File: src/verilog/fetch_cfg.svh
`ifndef FETCH_CFG_SVH
`define FETCH_CFG_SVH
`define PC_W         21
`define PC_STEP      21'h000002
`define PC_RESET     21'h000000
`define SECOND_TAG   4'hF
`define PHASE_RESET  4'h1
`define NOP_WORD     16'hF000
`define OP_GOTO      8'hEF
`define OP_CALL      8'hEC
`define OP_MOVE_FILE_TO_FILE     4'hC
`define OP_LFSR      8'hEE
`define OP_BRA       5'h1A
`define OP_RETURN_WITH_LITERAL     8'h0C
`define OP_ADD_WORKING_TO_FILE_PCL 16'h26F9
`define OP_TBLRD     16'h0008
`define OP_MOVLW     8'h0E
`endif

File: src/verilog/fetch_pkg.sv
`default_nettype none
package fetch_pkg;
	typedef enum logic [3:0] {
		PH_ONE   = 4'h1,
		PH_TWO   = 4'h2,
		PH_THREE = 4'h4,
		PH_FOUR  = 4'h8
	} phase_t;
	typedef struct packed {
		logic [20:0] addr;
		logic        rd;
	} pmem_req_t;
	typedef struct packed {
		logic [11:0] addr;
		logic [7:0]  wdata;
		logic        rd;
		logic        wr;
	} dmem_req_t;
endpackage
`default_nettype wire

File: src/verilog/phase_gen.sv
`timescale 1ns/1ps
`default_nettype none
`include "fetch_cfg.svh"
module phase_gen (
	input  wire logic             clk,
	input  wire logic             rst_n,
	output fetch_pkg::phase_t     phase
);
	fetch_pkg::phase_t phase_reg;
	assign phase = phase_reg;
	always_ff @(posedge clk) begin
		if (!rst_n) begin
			phase_reg <= fetch_pkg::PH_ONE;
		end else begin
			case (phase_reg)
				fetch_pkg::PH_ONE:   phase_reg <= fetch_pkg::PH_TWO;
				fetch_pkg::PH_TWO:   phase_reg <= fetch_pkg::PH_THREE;
				fetch_pkg::PH_THREE: phase_reg <= fetch_pkg::PH_FOUR;
				fetch_pkg::PH_FOUR:  phase_reg <= fetch_pkg::PH_ONE;
				default:             phase_reg <= fetch_pkg::PH_ONE;
			endcase
		end
	end
endmodule
`default_nettype wire

File: src/verilog/instruction_fetch_pipeline.sv
`timescale 1ns/1ps
`default_nettype none
`include "fetch_cfg.svh"
module instruction_fetch_pipeline (
	input  wire logic                REF_CLK,
	input  wire logic                RST_N,
	input  wire logic [15:0]         PMEM_RDATA,
	input  wire logic [7:0]          DMEM_RDATA,
	input  wire logic [20:0]         RETURN_ADDR,
	input  wire logic [20:0]         TABLE_POINTER,
	output fetch_pkg::pmem_req_t     PMEM_REQ,
	output fetch_pkg::dmem_req_t     DMEM_REQ,
	output fetch_pkg::phase_t        PHASE,
	output logic [20:0]              PROGRAM_COUNTER,
	output logic [15:0]              INSTRUCTION_REGISTER,
	output logic [7:0]               WORKING_REGISTER,
	output logic [7:0]               TABLE_LATCH,
	output logic                     CALL_PUSH,
	output logic                     RETURN_POP
);
	fetch_pkg::phase_t    phase;
	fetch_pkg::pmem_req_t pmem_reg;
	fetch_pkg::dmem_req_t dmem_reg;
	fetch_pkg::phase_t    phase_reg;
	logic [20:0] pc_reg;
	logic [20:0] pc_next;
	logic [15:0] fetch_reg;
	logic [15:0] ir_reg;
	logic [15:0] first_reg;
	logic        second_reg;
	logic        flush_reg;
	logic        tbl_reg;
	logic [7:0]  w_reg;
	logic [7:0]  tlat_reg;
	logic        push_reg;
	logic        pop_reg;
	logic        chg;
	logic        two_word;
	logic [20:0] target;
	logic [7:0]  pcl_sum;
	logic        tbl_go;
	logic        boot_reg;

	phase_gen u_phase (
		.clk   (REF_CLK),
		.rst_n (RST_N),
		.phase (phase)
	);

	// Decode the word now in the instruction register; flush forces a no-operation.
	always_comb begin
		chg = 1'b0;
		two_word = 1'b0;
		target = pc_reg;
		pcl_sum = pc_reg[7:0] + w_reg;
		tbl_go = 1'b0;
		if (!flush_reg && !second_reg) begin
			if (ir_reg[15:8] == `OP_GOTO || ir_reg[15:8] == `OP_CALL ||
			    ir_reg[15:12] == `OP_MOVE_FILE_TO_FILE || ir_reg[15:8] == `OP_LFSR) begin
				two_word = 1'b1;
			end
			if (ir_reg[15:11] == `OP_BRA) begin
				chg = 1'b1;
				target = pc_reg + {{9{ir_reg[10]}}, ir_reg[10:0], 1'b0};
			end
			if (ir_reg[15:8] == `OP_RETURN_WITH_LITERAL) begin
				chg = 1'b1;
				target = {RETURN_ADDR[20:1], 1'b0};
			end
			if (ir_reg == `OP_ADD_WORKING_TO_FILE_PCL) begin
				chg = 1'b1;
				target = {pc_reg[20:8], pcl_sum[7:1], 1'b0};
			end
			// word address load
			// The second word already sits in the prefetch latch, so the jump costs only two cycles.
			if (ir_reg[15:8] == `OP_GOTO || ir_reg[15:8] == `OP_CALL) begin
				chg = 1'b1;
				target = {fetch_reg[11:0], ir_reg[7:0], 1'b0};
			end
			if (ir_reg == `OP_TBLRD) begin
				tbl_go = 1'b1;
			end
		end
		// Out of reset there is no valid prefetch, so the first fetch must use the reset address.
		if (boot_reg) begin
			chg = 1'b1;
		end
	end

	assign pc_next = chg ? target : pc_reg + `PC_STEP;

	always_ff @(posedge REF_CLK) begin
		if (!RST_N) begin
			pc_reg <= `PC_RESET;
			boot_reg <= 1'b1;
		end else if (phase == fetch_pkg::PH_ONE) begin
			boot_reg <= 1'b0;
			// A table read borrows the next fetch slot, so the counter waits one cycle.
			if (!tbl_go) begin
				pc_reg <= {pc_next[20:1], 1'b0};
			end
		end
	end

	always_ff @(posedge REF_CLK) begin
		if (!RST_N) begin
			pmem_reg <= '0;
			fetch_reg <= `NOP_WORD;
			tbl_reg <= 1'b0;
			tlat_reg <= 8'h00;
		end else begin
			pmem_reg.rd <= (phase == fetch_pkg::PH_THREE);
			if (phase == fetch_pkg::PH_TWO) begin
				pmem_reg.addr <= pc_reg;
			end
			if (phase == fetch_pkg::PH_FOUR) begin
				fetch_reg <= PMEM_RDATA;
			end
			if (phase == fetch_pkg::PH_ONE && tbl_go) begin
				tbl_reg <= 1'b1;
			end else if (phase == fetch_pkg::PH_FOUR) begin
				tbl_reg <= 1'b0;
			end
			// The memory is word wide; the pointer's bit zero only picks the byte below.
			if (tbl_reg && phase == fetch_pkg::PH_TWO) begin
				pmem_reg.addr <= {TABLE_POINTER[20:1], 1'b0};
			end
			if (tbl_reg && phase == fetch_pkg::PH_FOUR) begin
				tlat_reg <= TABLE_POINTER[0] ? PMEM_RDATA[15:8] : PMEM_RDATA[7:0];
				fetch_reg <= fetch_reg;
			end
		end
	end

	always_ff @(posedge REF_CLK) begin
		if (!RST_N) begin
			ir_reg <= `NOP_WORD;
			first_reg <= `NOP_WORD;
			second_reg <= 1'b0;
			flush_reg <= 1'b1;
			push_reg <= 1'b0;
			pop_reg <= 1'b0;
		end else begin
			push_reg <= 1'b0;
			pop_reg <= 1'b0;
			if (phase == fetch_pkg::PH_ONE) begin
				// The word held back by a table read must not execute twice.
				ir_reg <= tbl_go ? `NOP_WORD : fetch_reg;
				flush_reg <= chg;
				second_reg <= two_word;
				if (two_word) begin
					first_reg <= ir_reg;
				end
				push_reg <= second_reg && first_reg[15:8] == `OP_CALL;
				pop_reg <= !flush_reg && !second_reg && ir_reg[15:8] == `OP_RETURN_WITH_LITERAL;
			end
		end
	end

	always_ff @(posedge REF_CLK) begin
		if (!RST_N) begin
			dmem_reg <= '0;
			w_reg <= 8'h00;
		end else begin
			dmem_reg.rd <= 1'b0;
			dmem_reg.wr <= 1'b0;
			// The source is read as the second word enters, so the write can follow in phase four.
			if (phase == fetch_pkg::PH_ONE && two_word && ir_reg[15:12] == `OP_MOVE_FILE_TO_FILE) begin
				dmem_reg.addr <= ir_reg[11:0];
				dmem_reg.rd <= 1'b1;
			end
			if (phase == fetch_pkg::PH_TWO && dmem_reg.rd) begin
				dmem_reg.wdata <= DMEM_RDATA;
			end
			if (phase == fetch_pkg::PH_THREE && second_reg && first_reg[15:12] == `OP_MOVE_FILE_TO_FILE) begin
				dmem_reg.addr <= ir_reg[11:0];
				dmem_reg.wr <= 1'b1;
			end
			if (phase == fetch_pkg::PH_FOUR && !flush_reg && !second_reg) begin
				if (ir_reg[15:8] == `OP_RETURN_WITH_LITERAL || ir_reg[15:8] == `OP_MOVLW) begin
					w_reg <= ir_reg[7:0];
				end
			end
		end
	end

	always_ff @(posedge REF_CLK) begin
		if (!RST_N) begin
			phase_reg <= fetch_pkg::PH_ONE;
		end else begin
			phase_reg <= phase;
		end
	end

	assign PMEM_REQ             = pmem_reg;
	assign DMEM_REQ             = dmem_reg;
	assign PHASE                = phase_reg;
	assign PROGRAM_COUNTER      = pc_reg;
	assign INSTRUCTION_REGISTER = ir_reg;
	assign WORKING_REGISTER     = w_reg;
	assign TABLE_LATCH          = tlat_reg;
	assign CALL_PUSH            = push_reg;
	assign RETURN_POP           = pop_reg;
endmodule
`default_nettype wire

File: config.mk
export PLATFORM = sky130hd
export DESIGN_NAME = instruction_fetch_pipeline
export DESIGN_NICKNAME = d
export VERILOG_FILES = /design/src/verilog/fetch_pkg.sv /design/src/verilog/phase_gen.sv /design/src/verilog/instruction_fetch_pipeline.sv
export VERILOG_INCLUDE_DIRS = /design/src /design/src/verilog
export SDC_FILE = /design/constraint.sdc
export NUM_CORES = 1
export LEC_CHECK = 0
export ABC_CLOCK_PERIOD_IN_PS = 4500
export BUFFER_PORTS_ARGS = -buffer_cell sky130_fd_sc_hd__buf_2
export CELL_PAD_IN_SITES_DETAIL_PLACEMENT = 0
export CELL_PAD_IN_SITES_GLOBAL_PLACEMENT = 1
export CORE_MARGIN = 2
export CORE_UTILIZATION = 23
export CTS_CLUSTER_SIZE = 25
export DETAILED_ROUTE_END_ITERATION = 16
export GPL_TIMING_DRIVEN = 0
export PLACE_DENSITY = 0.62
export SKIP_LAST_GASP = 1
export SYNTH_ARGS = -nofsm -noshare
export SYNTH_HDL_FRONTEND = slang
export SYNTH_SLANG_ARGS = --single-unit
File: constraint.sdc
create_clock -name REF_CLK -period 4.5 [get_ports REF_CLK]
set_clock_uncertainty 0.05 [all_clocks]
set_input_delay 0.675 -clock REF_CLK [delete_from_list [all_inputs] [get_ports REF_CLK]]
set_output_delay 0.675 -clock REF_CLK [all_outputs]
set_load 0.02 [all_outputs]
==> qor.txt <==
========================================================================================================
Run status                                                                                  finished clean
Gate count of the mapped netlist                                                                     878
Final routed wire length divided by cell count                                                  19.89 um
Required time reported for the critical path endpoint                                            4.75 ns
Post-CTS clock slew at the launch and capture registers of the worst setup and hold paths        0.06 ns
Static Leak                                                                                     3.783 nW
Number of inserted diodes                                                                              0
Synthesized-area fraction occupied by adder cells                                                0.05092
Core Box Area                                                                                 30,670 um2
Share of cells above drive strength 1                                                             0.2145
Routed Antenna Nets                                                                                    0
Total routing resource utilization after global routing                                           0.1791
Top-area cell type share of the netlist area                                                      0.3683
Clock latency on the worst-skew pair                                                             0.43 ns
Num Clock Sinks                                                                                      132
Dominant cells by area after synthesis                                                      sky130_fd_sc_hd__dfxtp_1 (37%), sky130_fd_sc_hd__mux2i_1 (7.4%), sky130_fd_sc_hd__a21oi_1 (5.7%)
Startpoint of the most critical register-to-register path                                   INSTRUCTION_REGISTER[10]$_SDFFE_PN0P_
Clock tree from TritonCTS                                                                           done
Hold path endpoint                                                                          first_reg[12]$_SDFFE_PN1P_
Inserted Clock Buffers                                                                                17
Int Pwr                                                                                       0.002298 W
GRT overflow                                                                                           0
Cells on Worst Hold Path                                                                               2
Maximum number of pins on one net before global-route repair                                          17
Setup Buffers After CTS                                                                                0
First-pass GRT wire length                                                                     44,890 um
Portion of total power attributed to the clock network                                             0.446
Startpoint-to-endpoint class of the critical path                                           register to register
Width of the die                                                                                180.6 um
Logic depth of the worst register-to-register path                                                    10
Post-route clock period utilization                                                               0.8599
Signed area change from the synthesized netlist to the final layout                               27.19%
Synth Area in Compound Gates                                                                      0.2114
Fraction of synthesized area in multiplexers                                                     0.07551
Hold-fix buffer count after cts                                                                        0
Dominant combinational cell family by area after synthesis                                  simple AND/OR/NAND/NOR gates
Endpoint of the worst register-to-register path                                             PROGRAM_COUNTER[16]$_SDFFE_PN0P_
Final total negative setup slack                                                                    0 ns
Synthesized area per cell                                                                      8.171 um2
Final net count                                                                                    1,160
Total half-perimeter wirelength after legalization and detailed placement                      22,230 um
Number of vias per cell after detailed routing                                                     4.974
Maximum fanout along the worst path                                                                   11
Max-slew violation total from the final report                                                         0
Switch Pwr                                                                                    0.001035 W
Most common cell in the synthesized netlist                                                 sky130_fd_sc_hd__dfxtp_1
Most numerous cell on the critical path                                                     sky130_fd_sc_hd__nand2_1
Starting Density                                                                                  0.2339
Proportion of synthesized chip area in sequential cells                                           0.3683
Buffer depth of the longest clock path                                                                 2
DIE HEIGHT                                                                                      180.6 um
RSZ-0062 raised after global routing                                                               false
Port Buffer Count                                                                                    166
Max Freq                                                                                      0.2584 GHz
Most common library cells after synthesis                                                   sky130_fd_sc_hd__dfxtp_1 (132), sky130_fd_sc_hd__nor2_1 (104), sky130_fd_sc_hd__nand2_1 (93), sky130_fd_sc_hd__a21oi_1 (82), sky130_fd_sc_hd__mux2i_1 (53)
Final setup viols                                                                                      0
Max_cap viols                                                                                          0
Number of vias after detailed routing                                                              7,327
Flip-flop and latch count after synthesis                                                            132
Power density over the cells                                                                365.3 nW/um2
Sequential power share                                                                             0.389
Total DRC errors in the routed layout                                                                  0
Switching portion of total power                                                                  0.3106
Yosys synthesis warning count                                                                          0
Yosys top cell by area                                                                      sky130_fd_sc_hd__dfxtp_1
Area enclosed by the die boundary                                                             32,620 um2
Synthesized cell area                                                                           7174 um2
Fraction of synthesis flops using an asynchronous set or reset pin                                     0
Cell Rows                                                                                             64
CTS H-Tree Depth                                                                                       4
GPL Wtd Cong                                                                                      0.8428
Violation count after the first detailed-routing iteration                                           473
Number of synthesized flops with an enable pin                                                         0
HP Start                                                                                    first_reg[12]$_SDFFE_PN1P_
Max reg flops                                                                                         22
Longest individual stage delay on the worst path                                                 1.04 ns
Hold crit path type                                                                         register to register
Tightest Pin Transition                                                                         1.169 ns
Post-synthesis cell type count                                                                        69
Final routed wirelength across all metal layers                                                29,300 um
Kind of start point of the critical path                                                        register
Shortest clock period the worst path allows after layout                                        3.869 ns
Critical path arrival                                                                            4.12 ns
Worst supply voltage drop on vdd                                                               0.2271 mV
Number of top-level design ports                                                                     171
Post-layout util                                                                                  0.2975
Share of total power in combinational logic                                                        0.165
Number of global-route vias before repair                                                          7,238
Number of endpoints with negative hold slack in the final report                                       0
CP Cell Sequence                                                                            clkbuf_2 > nand2_1 > nor4_2 > a2bb2oi_1 > and3_1 > buf_6 > nor2_1 > nand2_1 > a21oi_1 > a311oi_1
Initial antenna violation count                                                                        0
Normalized max-slew margin                                                                        0.2143
Post-Synth Simple-Gate Area                                                                       0.2248
Setup slack, reg-to-reg                                                                          0.63 ns
Dominant register cell in the synthesized netlist                                           sky130_fd_sc_hd__dfxtp_1
First-pass iteration count of the detailed router                                                      5
Gates resized, CTS repair                                                                              0
Library cell contributing the largest single delay on the critical path                     sky130_fd_sc_hd__nor4_2
Post-synthesis xor/xnor area fraction                                                            0.02564
Clock tree root buffer cell                                                                 sky130_fd_sc_hd__clkbuf_16
Endpoint type of the worst setup path                                                           register
========================================================================================================
==> stage by stage <==
step	power, W	cell area, um2	std cells	hold slack (ns)	setup slack (ns)
after floorplan	0.001646	7178	879	0.3648	1.716
after global placement	0.001871	8504	1441	0.3772	0.6474
after detailed placement	0.001873	8504	1441	0.3815	0.6998
after CTS	0.003351	9119	1473	0.4003	0.6855
after global routing	0.003473	9125	1473	0.4199	0.4139
final	0.003333	9125	1473	0.3953	0.6305
==> cell type report <==
class,instances,area [um2]
Fill cell,3346,21540
Multi-Input combinational cell,677,4234
Sequential cell,132,2643
Timing Repair Buffer,166,830.8
Tap cell,396,495.5
Clock buffer,18,439.2
Buffer,54,247.7
Clock inverter,14,175.2
Inverter,16,60.06
==> cells by family (layout without fill, tap and decap cells) <==
logic type | after synthesis | in the layout
AO/OA/AOI/OAI | 234 | 234
XOR/XNOR | 21 | 21
adder cells (fa/ha/maj) | 28 | 28
buffers and inverters | 70 | 268
flip-flops | 132 | 132
multiplexers | 54 | 54
other | 1 | 2
AND/OR/NAND/NOR | 338 | 338
==> placed cells by master, fill, tap and decap left out, drive strengths merged, types with 8 or more instances in the layout <==
cell	n
xnor2	12
inv	20
o21a	8
a31oi	13
nor2	105
dfxtp	132
o211ai	9
nand2	93
clkbuf	56
xor2	9
mux2i	53
a211oi	39
nand3	45
nor3	19
o21ai	33
a21oi	83
ha	26
nand4	10
buf	182
and3	11
==> power by group through the flow <==
| stage | Sequential [W] | Clock [W] | Combinational [W] |
|---|---|---|---|
| 4_1_cts | 0.00129 | 0.00150 | 0.000554 |
| 6_report | 0.00130 | 0.00149 | 0.000552 |
| 3_3_place_gp | 0.00132 | 0 | 0.000551 |
| 2_1_floorplan | 0.00134 | 0 | 0.000302 |
| 3_5_place_dp | 0.00132 | 0 | 0.000552 |
| 5_1_grt | 0.00130 | 0.00156 | 0.000607 |
==> worst max-delay path, delay by kind of cell, from the launching register on <==
kind / cells / cell delay, ns
simple gates: 5 / 2.08
flops: 1 / 0.66
buf+inv: 2 / 0.53
compound gates: 3 / 0.41
==> routing by layer <==
layer,global-route usage,vias up,routed length (um)
li1,-,3568,-
met1,0.2437,3517,13880
met2,0.2878,209,13430
met3,0.03880,33,1464
met4,0.04452,0,530
met5,0,-,0
==> worst max path at each step <==
stage | startpoint | end | slack (ns) | cells past startpoint
after floorplan | PROGRAM_COUNTER[1]$_SDFFE_PN0P_ | PROGRAM_COUNTER[15]$_SDFFE_PN0P_ | 1.72 | 11
after global routing | INSTRUCTION_REGISTER[10]$_SDFFE_PN0P_ | PROGRAM_COUNTER[16]$_SDFFE_PN0P_ | 0.41 | 10
after global placement | INSTRUCTION_REGISTER[10]$_SDFFE_PN0P_ | PROGRAM_COUNTER[16]$_SDFFE_PN0P_ | 0.65 | 10
after detailed placement | INSTRUCTION_REGISTER[10]$_SDFFE_PN0P_ | PROGRAM_COUNTER[16]$_SDFFE_PN0P_ | 0.70 | 10
after CTS | INSTRUCTION_REGISTER[10]$_SDFFE_PN0P_ | PROGRAM_COUNTER[16]$_SDFFE_PN0P_ | 0.69 | 10
final | INSTRUCTION_REGISTER[10]$_SDFFE_PN0P_ | PROGRAM_COUNTER[16]$_SDFFE_PN0P_ | 0.63 | 10
Power figures use the tool's default switching activity.
